**src/design/tmz_pkg.sv**
```systemverilog
/*
  package for the timer0 block: register offsets, field positions,
  reset values and timing constants.
  assumes a plain strobe register port and a single 125 MHz clock.
*/
package tmz_pkg;
  // register offsets (byte addresses on the plain port)
  localparam logic [7:0] TMZ_OFS_COUNT = 8'h01;
  localparam logic [7:0] TMZ_OFS_INTCTL = 8'h0B;
  localparam logic [7:0] TMZ_OFS_OPTION = 8'h81;
  localparam logic [7:0] TMZ_OFS_IRQ_STAT = 8'hC0;
  localparam logic [7:0] TMZ_OFS_IRQ_MASK = 8'hC1;
  // option field positions
  localparam int TMZ_OPT_CS = 5;
  localparam int TMZ_OPT_SE = 4;
  localparam int TMZ_OPT_PSA = 3;
  localparam int TMZ_OPT_PS_LO = 0;
  // interrupt control field positions
  localparam int TMZ_IC_FLAG = 2;
  localparam int TMZ_IC_EN = 5;
  // reset values
  localparam logic [7:0] TMZ_OPTION_RST = 8'hFF;
  localparam logic [7:0] TMZ_INTCTL_RST = 8'h00;
  localparam logic [7:0] TMZ_COUNT_RST = 8'h00;
  localparam logic [7:0] TMZ_ZERO8 = 8'h00;
  localparam logic [7:0] TMZ_ONES8 = 8'hFF;
  // instruction cycle is four phases of the clock
  localparam logic [1:0] TMZ_PHASE_LAST = 2'h3;
  localparam logic [1:0] TMZ_PHASE_Q2 = 2'h1;
  localparam logic [1:0] TMZ_PHASE_Q4 = 2'h3;
  localparam logic [1:0] TMZ_INHIBIT_CYCLES = 2'h2;
  // pin path to the register view, and the state of the block
  typedef struct packed {
    logic [7:0] addr;
    logic [7:0] wdata;
    logic wr;
    logic rd;
  } tmz_bus_t;
  typedef struct packed {
    logic [7:0] count;
    logic [7:0] intctl;
    logic [7:0] option;
    logic [7:0] prescale;
    logic [1:0] phase;
    logic [1:0] inhibit;
    logic ext_s1;
    logic ext_s2;
    logic ps_out_q2;
    logic ps_out_q4;
    logic ps_prev;
    logic [7:0] rdata;
    logic irq;
    logic wdt_tick;
    logic irq_stat;
    logic irq_mask;
    logic irq_any;
  } tmz_state_t;
endpackage

```
**src/design/tmz_timer0.sv**
```systemverilog
/*
  timer0 block: an 8-bit timer/counter with a divider shared with the
  watchdog, the register view, the interrupt levels and the guard
  assertions.
  assumes the core drives the plain register port on clk_i, one strobe
  per cycle, that sleep_i and watchdog_clear_instr_i are synchronous to
  clk_i, and that the watchdog itself sits outside and takes
  watchdog_tick_o as its step.
*/
// Decided for this implementation: strobed register access.
`timescale 1ns/1ps
// What this block does
// overflow from all ones sets the flag
// timer mode counts each instruction cycle
// write to count stalls two cycles
// counter mode counts chosen edge of pin
// sample prescaler output on phases two, four
// unassigned prescaler passes pin straight through
// one prescaler, timer or watchdog
// prescaler count not software accessible
// rate field decodes per user
// count write clears timer prescaler
// watchdog clear clears watchdog prescaler
// request needs flag and enable
// software clears flag before re-enabling
// timer stopped during sleep
// software uses safe reassignment sequence
// prescaler is 8-bit free-running divider
module tmz_timer0 import tmz_pkg::*; #(
  parameter int CNT_W = 8
) (
  // clock and reset
  input wire logic clk_i,
  input wire logic resetn_i,
  // register port
  input wire logic [7:0] addr_i,
  input wire logic [7:0] wdata_i,
  input wire logic wr_i,
  input wire logic rd_i,
  output logic [7:0] rdata_o,
  // external count pin and core controls
  input wire logic ext_count_input_i,
  input wire logic sleep_i,
  input wire logic watchdog_clear_instr_i,
  // outputs
  output logic timer_irq_o,
  output logic watchdog_tick_o,
  output logic irq_o
);
  initial begin
    if (CNT_W != 8) $error("count width must be 8");
  end

  logic [1:0] rst_sync_reg;
  logic rst_n;
  tmz_state_t st_reg, st_next;
  tmz_bus_t bus;

  // reset release through two flops
  always_ff @(posedge clk_i or negedge resetn_i) begin
    if (!resetn_i) begin
      rst_sync_reg <= 2'h0;
    end else begin
      rst_sync_reg <= {rst_sync_reg[0], 1'b1};
    end
  end
  assign rst_n = rst_sync_reg[1];
  assign bus = '{addr: addr_i, wdata: wdata_i, wr: wr_i, rd: rd_i};

  // timer tap: rate code n picks stage n, a division of two to the n plus one
  function automatic logic timer_tap(input logic [7:0] pre, input logic [2:0] rate);
    timer_tap = pre[rate];
  endfunction

  // watchdog wrap: code n lets one step in two to the n through, code 0 each step
  function automatic logic wdt_wrap(input logic [7:0] stepped, input logic [2:0] rate);
    logic [7:0] low_mask;
    low_mask = ~(TMZ_ONES8 << rate);
    wdt_wrap = (stepped & low_mask) == TMZ_ZERO8;
  endfunction

  // address decode shared by the write paths and the status clear; the read mux decodes the address itself
  function automatic logic reg_hit(input tmz_bus_t b, input logic [7:0] ofs);
    reg_hit = b.addr == ofs;
  endfunction

  logic cs, se, prescaler_assign;
  logic [2:0] ps;
  logic in_q2, in_q4, cyc_end;
  logic src_lvl, src_rise, pre_step, clr_pre, ps_out, tick, wr_count, ovf, wdt_step;
  logic [7:0] pre_inc;

  // next state of the whole block
  always_comb begin
    st_next = st_reg;
    // option fields and the phase of the instruction cycle
    cs = st_reg.option[TMZ_OPT_CS];
    se = st_reg.option[TMZ_OPT_SE];
    prescaler_assign = st_reg.option[TMZ_OPT_PSA];
    ps = st_reg.option[TMZ_OPT_PS_LO +: 3];
    in_q2 = st_reg.phase == TMZ_PHASE_Q2;
    in_q4 = st_reg.phase == TMZ_PHASE_Q4;
    cyc_end = st_reg.phase == TMZ_PHASE_LAST;
    wr_count = bus.wr && reg_hit(bus, TMZ_OFS_COUNT);
    // pin synchroniser: only the second flop feeds the logic
    st_next.ext_s1 = ext_count_input_i;
    st_next.ext_s2 = st_reg.ext_s1;
    st_next.phase = st_reg.phase + 2'h1;
    // edge select folds a falling edge into a rising one
    src_lvl = st_reg.ext_s2 ^ se;
    src_rise = src_lvl && !st_reg.ps_prev;
    st_next.ps_prev = src_lvl;
    // prescaler input: the timer source while the timer owns it
    if (prescaler_assign) begin
      pre_step = cyc_end;
    end else if (cs) begin
      pre_step = src_rise;
    end else begin
      pre_step = cyc_end;
    end
    // count writes clear it for the timer, a watchdog clear for the watchdog
    clr_pre = (!prescaler_assign && wr_count) || (prescaler_assign && watchdog_clear_instr_i);
    pre_inc = st_reg.prescale + 8'h01;
    // free-running divider; no register path reads or writes it
    if (clr_pre) begin
      st_next.prescale = TMZ_ZERO8;
    end else if (pre_step) begin
      st_next.prescale = pre_inc;
    end
    // watchdog gets one step per instruction cycle while the timer holds the prescaler
    wdt_step = !clr_pre && pre_step && wdt_wrap(pre_inc, ps);
    st_next.wdt_tick = prescaler_assign ? wdt_step : cyc_end;
    // prescaler output, or the folded pin itself when the watchdog owns it
    if (prescaler_assign) begin
      ps_out = src_lvl;
    end else begin
      ps_out = timer_tap(st_reg.prescale, ps);
    end
    // sample at the second and fourth phase; a rise between samples is one count
    // pulses shorter than two clocks may slip between the samples
    tick = 1'b0;
    if (in_q2) begin
      st_next.ps_out_q2 = ps_out;
      tick = ps_out && !st_reg.ps_out_q4;
    end
    if (in_q4) begin
      st_next.ps_out_q4 = ps_out;
      tick = ps_out && !st_reg.ps_out_q2;
    end
    // timer mode without prescaler steps once per instruction cycle
    if (!cs && prescaler_assign) begin
      tick = cyc_end;
    end
    // inhibit runs down in whole instruction cycles after a count write
    if (st_reg.inhibit != 2'h0 && cyc_end) begin
      st_next.inhibit = st_reg.inhibit - 2'h1;
    end
    // a step that falls in the inhibit or in sleep is lost, not deferred
    ovf = 1'b0;
    if (wr_count) begin
      st_next.count = bus.wdata;
      st_next.inhibit = TMZ_INHIBIT_CYCLES;
    end else if (tick && st_reg.inhibit == 2'h0 && !sleep_i) begin
      st_next.count = st_reg.count + 8'h01;
      ovf = st_reg.count == TMZ_ONES8;
    end
    // register writes; a new edge select may itself look like an edge
    if (bus.wr && reg_hit(bus, TMZ_OFS_OPTION)) begin
      st_next.option = bus.wdata;
    end
    if (bus.wr && reg_hit(bus, TMZ_OFS_INTCTL)) begin
      st_next.intctl = bus.wdata;
    end
    if (bus.wr && reg_hit(bus, TMZ_OFS_IRQ_MASK)) begin
      st_next.irq_mask = bus.wdata[0];
    end
    // hardware set of the flag wins over a software write in the same cycle
    if (ovf) begin
      st_next.intctl[TMZ_IC_FLAG] = 1'b1;
    end
    // read data stand one cycle, zero otherwise
    st_next.rdata = TMZ_ZERO8;
    if (bus.rd) begin
      unique case (bus.addr)
        TMZ_OFS_COUNT: st_next.rdata = st_reg.count;
        TMZ_OFS_INTCTL: st_next.rdata = st_reg.intctl;
        TMZ_OFS_OPTION: st_next.rdata = st_reg.option;
        TMZ_OFS_IRQ_STAT: st_next.rdata = {7'h00, st_reg.irq_stat};
        TMZ_OFS_IRQ_MASK: st_next.rdata = {7'h00, st_reg.irq_mask};
        default: st_next.rdata = TMZ_ZERO8;
      endcase
      // a read of the status clears it
      if (reg_hit(bus, TMZ_OFS_IRQ_STAT)) begin
        st_next.irq_stat = 1'b0;
      end
    end
    // overflow in the cycle of the clearing read still wins
    if (ovf) begin
      st_next.irq_stat = 1'b1;
    end
    // both interrupt levels are registered so the pins come from flops
    st_next.irq = st_next.intctl[TMZ_IC_FLAG] && st_next.intctl[TMZ_IC_EN];
    st_next.irq_any = st_next.irq_stat && st_next.irq_mask;
  end

  // state register
  always_ff @(posedge clk_i or negedge rst_n) begin
    if (!rst_n) begin
      st_reg <= '0;
      st_reg.option <= TMZ_OPTION_RST;
      st_reg.intctl <= TMZ_INTCTL_RST;
      st_reg.count <= TMZ_COUNT_RST;
      // sample flops start at the folded idle level: no false edge after reset
      st_reg.ps_out_q2 <= 1'b1;
      st_reg.ps_out_q4 <= 1'b1;
      st_reg.ps_prev <= 1'b1;
    end else begin
      st_reg <= st_next;
    end
  end

  // outputs straight from the state flops
  assign rdata_o = st_reg.rdata;
  assign timer_irq_o = st_reg.irq;
  assign watchdog_tick_o = st_reg.wdt_tick;
  assign irq_o = st_reg.irq_any;

  // assertions: count, overflow and flag
  a_overflow_sets_flag: assert property (@(posedge clk_i) disable iff (!rst_n)
    ovf |=> st_reg.intctl[TMZ_IC_FLAG])
    else $error("overflow did not set flag");
  a_overflow_wraps: assert property (@(posedge clk_i) disable iff (!rst_n)
    ovf |=> st_reg.count == TMZ_ZERO8)
    else $error("overflow did not wrap to zero");
  a_write_inhibit: assert property (@(posedge clk_i) disable iff (!rst_n)
    wr_count |=> st_reg.inhibit == TMZ_INHIBIT_CYCLES)
    else $error("no inhibit after write");
  a_no_count_inhibit: assert property (@(posedge clk_i) disable iff (!rst_n)
    (st_reg.inhibit != 2'h0 && !wr_count) |=> st_reg.count == $past(st_reg.count))
    else $error("count moved while inhibited");
  a_inhibit_runs_down: assert property (@(posedge clk_i) disable iff (!rst_n)
    (st_reg.inhibit != 2'h0 && cyc_end && !wr_count) |=> st_reg.inhibit == $past(st_reg.inhibit) - 2'h1)
    else $error("inhibit did not run down");
  a_sleep_stops: assert property (@(posedge clk_i) disable iff (!rst_n)
    (sleep_i && !wr_count) |=> $stable(st_reg.count))
    else $error("count moved in sleep");
  a_timer_mode_rate: assert property (@(posedge clk_i) disable iff (!rst_n)
    (!cs && prescaler_assign && cyc_end && st_reg.inhibit == 2'h0 && !sleep_i && !bus.wr) |=> st_reg.count == $past(st_reg.count) + 8'h01)
    else $error("timer mode missed count");
  a_flag_sticky: assert property (@(posedge clk_i) disable iff (!rst_n)
    (st_reg.intctl[TMZ_IC_FLAG] && !bus.wr) |=> st_reg.intctl[TMZ_IC_FLAG])
    else $error("flag cleared by hardware");
  // assertions: interrupt levels and read path
  a_irq_gating: assert property (@(posedge clk_i) disable iff (!rst_n)
    timer_irq_o == (st_reg.intctl[TMZ_IC_FLAG] && st_reg.intctl[TMZ_IC_EN]))
    else $error("timer irq not flag and enable");
  a_status_sticky: assert property (@(posedge clk_i) disable iff (!rst_n)
    (st_reg.irq_stat && !(bus.rd && reg_hit(bus, TMZ_OFS_IRQ_STAT))) |=> st_reg.irq_stat)
    else $error("status bit lost without a read");
  a_read_idle_zero: assert property (@(posedge clk_i) disable iff (!rst_n)
    !bus.rd |=> rdata_o == TMZ_ZERO8)
    else $error("read data outside the read slot");
  // assertions: the shared prescaler
  a_write_clears_pre: assert property (@(posedge clk_i) disable iff (!rst_n)
    (wr_count && !prescaler_assign) |=> st_reg.prescale == TMZ_ZERO8)
    else $error("prescaler not cleared");
  a_wdt_clears_pre: assert property (@(posedge clk_i) disable iff (!rst_n)
    (watchdog_clear_instr_i && prescaler_assign) |=> st_reg.prescale == TMZ_ZERO8)
    else $error("watchdog clear missed prescaler");
  a_pre_steps: assert property (@(posedge clk_i) disable iff (!rst_n)
    (pre_step && !clr_pre) |=> st_reg.prescale == $past(st_reg.prescale) + 8'h01)
    else $error("prescaler missed a step");
  a_pre_holds: assert property (@(posedge clk_i) disable iff (!rst_n)
    (!pre_step && !clr_pre) |=> $stable(st_reg.prescale))
    else $error("prescaler moved without a step");
  a_wdt_owner_tick: assert property (@(posedge clk_i) disable iff (!rst_n)
    !prescaler_assign |=> watchdog_tick_o == $past(cyc_end))
    else $error("watchdog tick wrong without prescaler");
  a_wdt_tick_pulse: assert property (@(posedge clk_i) disable iff (!rst_n)
    watchdog_tick_o |=> !watchdog_tick_o)
    else $error("watchdog tick longer than one clock");
  // assertions: pin sampling
  a_sample_phase: assert property (@(posedge clk_i) disable iff (!rst_n)
    !(in_q2 || in_q4) |=> $stable(st_reg.ps_out_q2) && $stable(st_reg.ps_out_q4))
    else $error("sample taken off its phase");
  a_ext_tick_phase: assert property (@(posedge clk_i) disable iff (!rst_n)
    (cs && !(in_q2 || in_q4)) |-> !tick)
    else $error("counter mode step off a sample phase");
  a_pin_pass: assert property (@(posedge clk_i) disable iff (!rst_n)
    (cs && prescaler_assign && in_q2) |=> st_reg.ps_out_q2 == $past(src_lvl))
    else $error("pin not passed through");
  c_overflow: cover property (@(posedge clk_i) disable iff (!rst_n) ovf);
  c_irq: cover property (@(posedge clk_i) disable iff (!rst_n) timer_irq_o);
  c_ext_count: cover property (@(posedge clk_i) disable iff (!rst_n) cs && tick);
  c_wdt_clear: cover property (@(posedge clk_i) disable iff (!rst_n) prescaler_assign && clr_pre);
  c_prescaled: cover property (@(posedge clk_i) disable iff (!rst_n) !prescaler_assign && tick);
endmodule

```
**config.mk**
```make
export PLATFORM = sky130hd
export DESIGN_NAME = tmz_timer0
export DESIGN_NICKNAME = d
export VERILOG_FILES = /design/src/design/tmz_pkg.sv /design/src/design/tmz_timer0.sv
export SDC_FILE = /design/constraint.sdc
export NUM_CORES = 1
export LEC_CHECK = 0
export BUFFER_PORTS_ARGS = -buffer_cell sky130_fd_sc_hd__buf_2
export CELL_PAD_IN_SITES_DETAIL_PLACEMENT = 1
export CELL_PAD_IN_SITES_GLOBAL_PLACEMENT = 1
export CORE_UTILIZATION = 41
export CTS_CLUSTER_DIAMETER = 50
export DETAILED_ROUTE_END_ITERATION = 16
export PLACE_DENSITY = 0.82
export SLEW_MARGIN = 25
export SYNTH_ARGS = -nofsm -noshare
export SYNTH_HDL_FRONTEND = slang
export SYNTH_SLANG_ARGS = --single-unit
```
**constraint.sdc**
```tcl
create_clock -name clk_i -period 1.6 [get_ports clk_i]
set_input_delay 0.16 -clock clk_i [delete_from_list [all_inputs] [get_ports clk_i]]
set_output_delay 0.16 -clock clk_i [all_outputs]
set_load 0.02 [all_outputs]
```
==> results of run 1 <==
worst paths after layout:
path                                      startpoint                         to  cells past startpoint
hold reg to reg            rst_sync_reg[1]$_DFF_PN0_     st_reg[22]$_DFFE_PN0P_                      1
min in group asynchronous                   resetn_i  rst_sync_reg[1]$_DFF_PN0_                      2
setup / recovery                st_reg[20]$_DFF_PN0_     st_reg[49]$_DFFE_PN0P_                      8
hold / removal                            wdata_i[6]     st_reg[52]$_DFFE_PN0P_                      2
max in group asynchronous  rst_sync_reg[1]$_DFF_PN0_             cs$_DFFE_PN1P_                      1
setup reg to reg                st_reg[20]$_DFF_PN0_     st_reg[49]$_DFFE_PN0P_                      8
through the flow:
stage	cells	setup slack (ps)	total power, mW	area [um^2]
final	439	-392	4.08	3920
after global routing	439	-459	4.29	3920
after CTS	434	-441	3.84	3690
after detailed placement	417	-549	2.84	3390
after global placement	417	-318	2.74	3380
after floorplan	276	-216	2.36	2900
what timing repair did:
item,4_1_cts,5_1_grt
endpoints found under the setup margin,19,31
hold buffers,2,0
pin swaps,18,30
endpoints found under the hold margin,3,0
cloned,1,0
setup buffers,7,6
gates resized for setup,28,44
area by class of cell:
cell class,instances,share of cell area
sequential,56,0.362
tap,80,0.0256
clock buffer,6,0.0211
inverter,10,0.00959
multi-input combinational,192,0.413
timing repair buffer,93,0.166
clock inverter,2,0.00256
power groups by stage:
stage / Combinational (mW) / Sequential, mW / Clock [mW]
floorplan: 0.543 / 1.81 / 0
global placement: 0.937 / 1.80 / 0
detailed placement: 1.03 / 1.81 / 0
CTS: 1.24 / 1.79 / 0.817
global route: 1.57 / 1.84 / 0.873
finish: 1.46 / 1.83 / 0.794
cells in the mapped netlist, types with 2 or more instances:
master / n / area [um^2]
sky130_fd_sc_hd__a222oi_1: 8 / 80.1
sky130_fd_sc_hd__nand3_1: 11 / 55.1
sky130_fd_sc_hd__a21oi_1: 9 / 45.0
sky130_fd_sc_hd__buf_2: 3 / 15.0
sky130_fd_sc_hd__xor2_1: 4 / 35.0
sky130_fd_sc_hd__nand4_1: 2 / 12.5
sky130_fd_sc_hd__nand2_1: 21 / 78.8
sky130_fd_sc_hd__mux2i_1: 6 / 60.1
sky130_fd_sc_hd__a21boi_0: 2 / 15.0
sky130_fd_sc_hd__dfstp_2: 11 / 289
sky130_fd_sc_hd__inv_1: 10 / 37.5
sky130_fd_sc_hd__nor2b_1: 3 / 18.8
sky130_fd_sc_hd__a22o_1: 2 / 17.5
sky130_fd_sc_hd__and3b_1: 2 / 17.5
sky130_fd_sc_hd__nor3_1: 2 / 10.0
sky130_fd_sc_hd__clkbuf_1: 5 / 18.8
sky130_fd_sc_hd__nand3b_1: 4 / 30.0
sky130_fd_sc_hd__and2_1: 3 / 18.8
sky130_fd_sc_hd__and4b_1: 2 / 20.0
sky130_fd_sc_hd__dfrtp_1: 45 / 1130
sky130_fd_sc_hd__buf_4: 11 / 82.6
sky130_fd_sc_hd__nand2b_1: 3 / 18.8
sky130_fd_sc_hd__o211ai_1: 2 / 15.0
sky130_fd_sc_hd__xnor2_1: 4 / 35.0
sky130_fd_sc_hd__mux2_2: 18 / 203
sky130_fd_sc_hd__nor2_1: 33 / 124
sky130_fd_sc_hd__ha_1: 5 / 62.6
sky130_fd_sc_hd__or3_1: 5 / 31.3
sky130_fd_sc_hd__a31oi_1: 6 / 37.5
sky130_fd_sc_hd__and4_1: 2 / 17.5
sky130_fd_sc_hd__o21ai_0: 10 / 50.1
sky130_fd_sc_hd__and3_1: 4 / 25.0
layer usage:
| layer | wire length (um) | part of all wire |
|---|---|---|
| met5 | 0 | 0 |
| met4 | 278 | 0.030 |
| met3 | 287 | 0.031 |
| met2 | 4900 | 0.54 |
| met1 | 3680 | 0.40 |
kinds of logic after synthesis:
family	synth area share
buffers and inverters	0.0539
muxes	0.0921
and+or+nand+nor	0.189
xor gates and xnor gates	0.0302
adders and majority gates	0.0219
DFF	0.496
AOI/OAI and AO/OA	0.116
other	0.00131
worst reg2reg max path: stages, from the launching register on:
cell and delay [ps]:
sky130_fd_sc_hd__dfrtp_1 440, sky130_fd_sc_hd__ha_4 210, sky130_fd_sc_hd__nor2_4 100, sky130_fd_sc_hd__a22o_4 150, sky130_fd_sc_hd__and3b_2 270, sky130_fd_sc_hd__a21boi_4 90
sky130_fd_sc_hd__buf_4 150, sky130_fd_sc_hd__or3_4 340, sky130_fd_sc_hd__a31oi_4 170
==> run summary, run 1 <==
The number of warning messages in the yosys log is 0. The worst-path cell with the longest stage delay is sky130_fd_sc_hd__dfrtp_1. Leaving out fill and tap cells, the most frequent cell in the layout is sky130_fd_sc_hd__buf_4. The final weighted congestion of routability-driven global placement is 0.853.

Across the routed clock network, the largest skew measured is 8.55 ps. The total routed wirelength is 9.15 mm. The internal cell power came out at 2.72 mW. The number of antenna violations at the first check in global routing is 0. The total CTS buffers is 5.

The number of buffer and inverter stages on the critical path came out at 1. After detailed routing, the number of vias per cell comes to 5.85. Of the total power, the share spent switching nets is 0.333. The worst path in the final design needs a cycle of 1990 ps, including I/O delays and setup. For this design the ratio of total power to cell area is 1040 nW/um^2.

The row count came out at 30. The HPWL after detailed placement is 5.85 mm. After floorplanning, the core was sized to cover 6760 um^2.

The die height came out at 85.4 um. The post-synthesis sequential area ratio came out at 0.496. The clock insertion delay at the later pin of the skew report is 310 ps. The critical path is of the reg2reg type. Among all flip-flop cells after synthesis, the most frequent one is sky130_fd_sc_hd__dfrtp_1. Summing all multi-input logic gate instances after layout gives 1620 um^2. The die extent in x is 85.4 um. The sequential cell fraction of total power came out at 0.448. The clock-pin transition on the worst setup and hold timing paths came out at 100 ps.

The layer with the highest usage is met2. The routing usage on met2 came out at 0.444. The maximum buffer depth of the clock tree came out at 2. Setup violations remaining at the end of the flow were counted as 23. The number of synthesized register bits came out at 56. The synthesized instance count came out at 276. Entering global routing, the biggest net connects 31 pins. The initial standard-cell utilization of the core came out at 0.422. The total of buffers placed on input and output ports came out at 33. The checks that failed: setup timing. Grouping stages by cell kind, the critical path spends the most delay in simple AND/OR/NAND/NOR gates. Dividing the detail-routed wire length by the instance count gives 20.8 um. The critical path data required time is 1830 ps.

The worst setup path is launched from a flip-flop. The final number of hold-violating endpoints came out at 0. The delay of the slowest cell on the worst path came out at 440 ps. The register area is 1420 um^2.

The count of vias placed by the detailed router is 2568. The proportion of power drawn by the clock network is 0.195. For this run, global-route usage on met1 was measured as 0.297. STA classifies the critical path endpoint as a flip-flop. Synthesis instantiated 50 different standard cells from the library. In the routed design, unresolved DRC markers number 0. The fraction of the core area covered by cells at the end of the flow is 0.579. The flow ran to the end, but the final reports show violations. The first-pass iteration count of the detailed router came out at 5. The area growth from synthesis to final layout came out at 37.2%.

In the finished design, the share of the clock period the worst path needs comes to 1.25. The overflow left after global routing came out at 0. The number of top-level pins came out at 34. After synthesis, the mean cell area works out to 10.3 um^2. For this run, the total global-route usage over all layers was measured as 0.246. The share of final-layout standard cells stronger than drive strength 1 came out at 0.504. The area enclosed by the die boundary came out at 7300 um^2. In the layout the commonest cells are 50 x sky130_fd_sc_hd__buf_4, 44 x sky130_fd_sc_hd__dfrtp_1, 33 x sky130_fd_sc_hd__buf_2. The number of enable-type register cells in the synthesized netlist came out at 0.

The relative slew slack is 0.475. Setup repair after global routing could not meet its margin everywhere. The critical path goes through ha_4 > nor2_4 > a22o_4 > and3b_2 > a21boi_4 > buf_4 > or3_4 > a31oi_4.

The relative contribution of combinational cells to total power is 0.357. For this run, asynchronously set or reset flops after synthesis account for 1.00. The total net switching power came out at 1.36 mW. The clock tree from TritonCTS is done. The final worst-path setup slack came out at -392 ps.

The H-tree depth is 2. The slew of the pin with the lowest slew margin is 783 ps. The met3 demand-to-capacity share in global routing is 0.0331. The max-slew violation count came out at 0.

Setup slack on the worst reg-to-reg path comes out at -390 ps. Of all nets on the critical path, the largest fanout is 6. The tree is rooted in a sky130_fd_sc_hd__clkbuf_8. The global-route wire length before repair came out at 13.7 mm. The number of antenna repair diodes is 0.

The leakage component of the power came out at 1.82 nW. Timing would allow up to 502 MHz. The post-synthesis instance area is 2850 um^2. The post-detailed-route count of antenna-violating nets is 0. The filler cell count came out at 742. The signal arrival time at the worst endpoint came out at 2220 ps. The path class of the tightest hold or removal check is in2reg. For this design, the sink count on the clock tree is 56. The starting DRC count in detailed routing came out at 152. The net count after synthesis came out at 304.

The register with the most flip-flops in the layout has 36 of them. Summed over all failing endpoints, the final setup total negative slack is -4810 ps. The net count reported at finish is 386.

The max-capacitance violation count came out at 0. Hold timing on the final database bottoms out at a slack of 92.6 ps. The number of global-route vias before repair is 2673. The worst voltage drop across the vdd grid came out at 0.000404 V.
Note: power is estimated with default switching activity, not from simulation.
==> run 2, diff against run 1 <==
--- a/config.mk
+++ b/config.mk
@@ -12,6 +12,7 @@
 export CTS_CLUSTER_DIAMETER = 50
 export DETAILED_ROUTE_END_ITERATION = 16
 export PLACE_DENSITY = 0.82
+export SETUP_SLACK_MARGIN = 0.02
 export SLEW_MARGIN = 25
 export SYNTH_ARGS = -nofsm -noshare
 export SYNTH_HDL_FRONTEND = slang
==> run 2 against run 1 <==
The run ends with DRC, setup timing left. Wire length down 8.8%. Clock skew up 2.8 ps. Power up 3.9%. Sequential power is essentially flat. Worst hold slack got worse by 7.6 ps. Core utilization down 0.28 points. Largest power group unchanged.
==> run summary, run 2 (synthesis gave the netlist of run 1 again) <==
The area growth from synthesis to layout is 36.5%. Setup violations remaining at the end of the flow were counted as 18. Summing all flip-flop and latch instances after layout gives 1420 um^2. The maximum number of pins on one net before global-route repair is 55. The largest fanout on the critical path is 4. The cell sitting at the root of the clock tree is a sky130_fd_sc_hd__clkbuf_8. The number of placed instances, taps included, is 418. 34 I/O pins were placed.

Setup repair after global routing could not meet its margin everywhere. The final weighted congestion of routability-driven global placement is 0.829. In this run, the number of DRC markers left after iteration 0 of detailed routing was 124. The post-detailed-route wirelength per cell is 18.9 um. The share of final-layout standard cells stronger than drive strength 1 is 0.489. The largest individual stage delay along the critical path comes from the cell sky130_fd_sc_hd__or4b_1. The clock tree skew after final layout is 11.4 ps. The max-slew violation count is 0. The row count is 30.

The finished layout holds 442 standard cells, fillers aside. The total CTS buffers is 5. The placeable core area is 6760 um^2. The die extent in x came out at 85.4 um. Dividing the final minimum period by the clock period gives 1.29. After layout, the worst setup slack is -462 ps. The worst setup timing slack at the placement stage came out at -424 ps. The checks that failed: DRC, setup timing. The register with the most flip-flops in the layout has 36 of them. For this run, the total global-route usage over all layers was measured as 0.227. The worst setup path is launched from a flip-flop. The design draws 4.24 mW. The critical path goes through inv_2 > ha_4 > nor2b_4 > and4_1 > a21oi_2 > a21boi_4 > or4b_1 > a31oi_1. Derived from the worst setup path, the maximum achievable clock frequency is 485 MHz. The area enclosed by the die boundary came out at 7300 um^2. The post-detailed-route count of antenna-violating nets came out at 0.

The cell area power density came out at 1090 nW/um^2. The clock net in this run drives a total of 56 sinks. The ratio of routed vias to standard cells is 5.64. The delay of the slowest cell on the worst path is 470 ps.

Clock-pin slew was measured on the worst setup and hold paths at 110 ps. The filler cell count is 750. In this run the worst hold path is classified as in2reg. The slew of the pin with the lowest slew margin came out at 742 ps.

The leakage component of the power came out at 1.78 nW. The overflow left after global routing is 0. For the worst setup path, the data required time is 1850 ps.

The HPWL after detailed placement is 5.43 mm. The cell depth of the worst hold path is 2. In this run the number of H-tree levels came out at 2. The total routed wirelength came out at 8.35 mm. The number of antenna violations at the first check in global routing came to 0. The final number of hold-violating endpoints came out at 0. The worst voltage drop across the vdd grid is 0.000800 V. At the end of the flow, the number of nets in the layout was 389.

STA classifies the critical path endpoint as a flip-flop. The smallest hold slack is 85.0 ps. The count of vias placed by the detailed router is 2494. The maximum buffer depth of the clock tree is 2. The relative slew slack came out at 0.503. The die height is 85.4 um. The final setup TNS is -4810 ps. The max-capacitance violation count is 0. The area taken by multi-input logic gates is 1540 um^2. The signal arrival time at the worst endpoint came out at 2310 ps.

The cell depth of the worst flop-to-flop path came out at 8. The clock tree from TritonCTS is done. Leaving out fill and tap cells, the most frequent cells in the layout are 54 x sky130_fd_sc_hd__buf_4, 44 x sky130_fd_sc_hd__dfrtp_1, 33 x sky130_fd_sc_hd__buf_2. The fraction of the core area covered by cells at the end of the flow is 0.577. For this run, design rule violations remaining after detail routing come to 2. The number of antenna repair diodes is 0. The clock period minus worst slack came out at 2060 ps. In this run the tool buffered the top-level ports with 33 buffer cells.

The clock insertion delay at the later pin of the skew report is 330 ps. The critical path is of the reg2reg type. The number of global-route vias before repair is 2595. The post-layout instance area is 3900 um^2. The placed instances occupy a cell area of 3430 um^2.

The initial utilization of the core area, before any placement, comes to 0.422. The run finished, with violations left. Leaving out fill and tap cells, the most frequent cell in the layout is sky130_fd_sc_hd__buf_4. The first-pass iteration count of the detailed router came out at 10. The global-route wire length before repair came out at 12.9 mm.
## run 2: repair_timing
item	4_1_cts	5_1_grt
hold endpoints to repair	3	0
setup endpoints to repair	21	22
gates cloned	1	0
hold buffers	2	0
pin swaps	15	29
resized for setup	24	31
buffers inserted	4	11
## run 2: path summary, 6_finish.rpt
path	start	to	slack, ps
max	st_reg[19]$_DFFE_PN0P_	st_reg[53]$_DFFE_PN0P_	-460
min	wdata_i[6]	st_reg[52]$_DFFE_PN0P_	90
max reg2reg	st_reg[19]$_DFFE_PN0P_	st_reg[53]$_DFFE_PN0P_	-460
min reg2reg	rst_sync_reg[1]$_DFF_PN0_	st_reg[20]$_DFF_PN0_	260
max in group asynchronous	rst_sync_reg[1]$_DFF_PN0_	ps[1]$_DFFE_PN1P_	1020
min in group asynchronous	resetn_i	rst_sync_reg[1]$_DFF_PN0_	130
## run 2: final cells by class
| cell class | instances | share of cell area |
|---|---|---|
| Inverter | 10 | 0.00963 |
| Multi-Input combinational cell | 192 | 0.396 |
| Tap cell | 80 | 0.0257 |
| Clock inverter | 2 | 0.00996 |
| Timing Repair Buffer | 96 | 0.176 |
| Clock buffer | 6 | 0.0186 |
| Sequential cell | 56 | 0.364 |
## run 2: per-layer routing
layer / part of all wire / GRT usage / up-vias
li1: - / - / 1140
met4: 0.022 / 0.0652 / 0
met3: 0.034 / 0.0370 / 16
met1: 0.42 / 0.291 / 1273
met2: 0.52 / 0.396 / 65
met5: 0 / 0 / -
## run 2: worst max-delay path, delay by kind of cell (launching register included)
family                   cells  cell delay (ps)
buffers and inverters        1               90
AO/OA/AOI/OAI                3              450
adder cells (fa/ha/maj)      1              130
flip-flops                   1              430
AND/OR/NAND/NOR              3              890
## run 2: power breakdown
part | internal [mW] | total, mW | switching, mW
Clock | 0.474 | 0.977 | 0.503
Sequential | 1.63 | 1.80 | 0.168
Combinational | 0.765 | 1.46 | 0.694
Total | 2.87 | 4.24 | 1.36
==> run 3, diff against run 2 <==
--- a/config.mk
+++ b/config.mk
@@ -8,10 +8,11 @@
 export BUFFER_PORTS_ARGS = -buffer_cell sky130_fd_sc_hd__buf_2
 export CELL_PAD_IN_SITES_DETAIL_PLACEMENT = 1
 export CELL_PAD_IN_SITES_GLOBAL_PLACEMENT = 1
-export CORE_UTILIZATION = 41
+export CORE_UTILIZATION = 43
+export CTS_BUF_LIST = sky130_fd_sc_hd__clkbuf_2
 export CTS_CLUSTER_DIAMETER = 50
 export DETAILED_ROUTE_END_ITERATION = 16
-export PLACE_DENSITY = 0.82
+export PLACE_DENSITY = 0.86
 export SETUP_SLACK_MARGIN = 0.02
 export SLEW_MARGIN = 25
 export SYNTH_ARGS = -nofsm -noshare
==> run 3 against run 2 <==
The flow finishes with violations (setup timing). Final area increased by 2.7%. Die area decreased by 4.5%. Sequential share of layout area decreased by 0.97 points. Non-clock buffer count increased by 13. Via count increased by 4.9%. Worst hold slack got worse by 15 ps. Sequential cell count unchanged. Sequential power about the same. Clock power decreased by 40%. Clock skew increased by 9.4 ps. Critical path type unchanged. Largest power group unchanged.
==> run summary, run 3 (synthesis gave the netlist of run 1 again) <==
The initial standard-cell utilization of the core is 0.447. The total power of the final layout came out at 3.89 mW. In the final layout, the share of cells above drive strength 1 is 0.488. The ratio of routed vias to standard cells is 5.79. After routing the design area is 4000 um^2.

The clock-pin transition on the worst setup and hold timing paths is 300 ps. The critical path in this run is classified as reg2reg. Entering global routing, the biggest net connects 55 pins. The master cell of the clock root buffer is sky130_fd_sc_hd__clkbuf_2. The fraction of the cycle the final worst path needs came out at 1.29. The register with the most flip-flops in the layout has 36 of them. STA classifies the critical path endpoint as a flip-flop. STA puts the critical path data arrival time at 2480 ps.

The number of clock sinks is 56. The post-route non-filler standard cell count came out at 452. The total CTS buffers came out at 5. Final hold analysis gives a worst-case slack of 69.9 ps. Setup repair after global routing could not meet its margin everywhere.

After layout, the worst setup slack is -461 ps. For the worst-skew pair, the clock arrives at the later sink with an insertion delay of 480 ps. Summing all multi-input logic gate instances after layout gives 1590 um^2. The cell area power density came out at 971 nW/um^2. The final setup TNS is -5640 ps. Before antenna repair, the detailed router went through 5 iterations. The number of antenna repair diodes came out at 0.

VDD sags by at most 0.000542 V. The largest fanout on the critical path is 5. The relative slew slack is 0.461. At the end of the flow, the number of nets in the layout was 402. The startpoint of the lowest-slack register-to-register path is st_reg[20]$_DFF_PN0_. The row count came out at 29. The detailed router placed 2615 vias in this run. The clock tree skew after final layout came out at 20.8 ps. The max-slew violation count was 0. The placed standard-cell area is 3400 um^2. The total of buffers placed on input and output ports came out at 33.

STA classifies the critical path startpoint as a flip-flop. The library cells used most frequently in the layout, excluding fill and tap cells, are 54 x sky130_fd_sc_hd__buf_4, 44 x sky130_fd_sc_hd__dfrtp_1, 33 x sky130_fd_sc_hd__buf_2. Setup violations remaining at the end of the flow were counted as 22. The clock period minus worst slack came out at 2060 ps. The starting DRC count in detailed routing is 174. In the global route stage, overall resource usage came out at 0.274. The tightest min-delay check is of the in2reg type. The number of global-route vias before repair came out at 2849. The register area came out at 1420 um^2. The highest achievable clock rate came out at 485 MHz. The number of top-level pins came out at 34.

TritonCTS built the clock tree. STA puts the critical path data required time at 2020 ps. The critical path starts at st_reg[20]$_DFF_PN0_. The placeable core area came out at 6390 um^2.

The area growth from synthesis to final layout came out at 40.2%. The final number of hold-violating endpoints came out at 0. The post-detailed-route wirelength per cell is 21.4 um. At the end of routability-driven placement, the weighted congestion stood at 0.849. In this run the horizontal extent of the chip is 83.5 um.

The HPWL after detailed placement came out at 5.73 mm. The overflow left after global routing came out at 0. In the routed design, unresolved DRC markers number 0. The first global-routing pass estimated 14.8 mm of wire.

The filler cell count is 698. The total routed wirelength came out at 9.68 mm. The max-capacitance violation count came out at 0. The most common library cell in the layout ignoring fill and taps is sky130_fd_sc_hd__buf_4. The post-detailed-route count of antenna-violating nets came out at 0.

The worst setup timing slack at the placement stage came out at -469 ps. The slew of the pin with the lowest slew margin is 803 ps. The final reports fail on setup timing. Including well taps, the total number of placed cells is 412. The maximum buffer depth of the clock tree is 2. The fraction of the core area covered by cells at the end of the flow came out at 0.627.

The die height came out at 83.5 um. The number of antenna violations at the first check in global routing came out at 0. The clock tree synthesis step divided the H-tree into 2 levels. The origin of the worst min-delay path is rd_i. The leakage component of the power is 1.86 nW. The die covers 6970 um^2. The run finished, with violations left.
run 3: cell type report:
class / instances / area share
Clock buffer: 5 / 0.00625
Clock inverter: 3 / 0.00469
Inverter: 10 / 0.00938
Multi-Input combinational cell: 192 / 0.396
Sequential cell: 56 / 0.354
Tap cell: 77 / 0.0241
Timing Repair Buffer: 109 / 0.205
run 3: where the power goes:
part	total (mW)	switching, mW	internal [mW]
clock	0.589	0.483	0.107
sequential	1.83	0.196	1.64
combinational	1.46	0.701	0.763
run 3: worst paths after layout:
kind | endpoint | slack, ps | cells past startpoint
worst max-delay path | st_reg[47]$_DFFE_PN0P_ | -460 | 9
worst min-delay path | rdata_o[6]$_DFF_PN0_ | 70 | 3
worst max register to register | st_reg[47]$_DFFE_PN0P_ | -460 | 9
worst min register to register | st_reg[21]$_DFF_PN0_ | 270 | 1
max in group asynchronous | ps[2]$_DFFE_PN1P_ | 1000 | 1
min in group asynchronous | st_reg[21]$_DFF_PN0_ | 270 | 1
run 3: per-layer routing:
metal	wire (um)	GRT usage	vias up
met3	368	0.0425	32
met1	3980	0.338	1336
li1	-	-	1167
met4	337	0.117	0
met2	4990	0.479	80
met5	0	0	-
run 3: critical path, cell delays in order (launching register included):
cell                       delay, ps
sky130_fd_sc_hd__dfrtp_1         500
sky130_fd_sc_hd__ha_4            200
sky130_fd_sc_hd__a22o_1          240
sky130_fd_sc_hd__buf_4           150
sky130_fd_sc_hd__a21oi_4         160
sky130_fd_sc_hd__a21boi_4        280
sky130_fd_sc_hd__buf_4           150
sky130_fd_sc_hd__buf_6            90
sky130_fd_sc_hd__nand2_2          50
sky130_fd_sc_hd__a31oi_4         180
run 3: timing repair:
action,in CTS,in global routing
buffers inserted,16,5
resized for setup,37,27
setup endpoints to repair,22,23
gates cloned,1,0
pin swaps,32,19
hold buffers,11,0
hold endpoints to repair,28,0
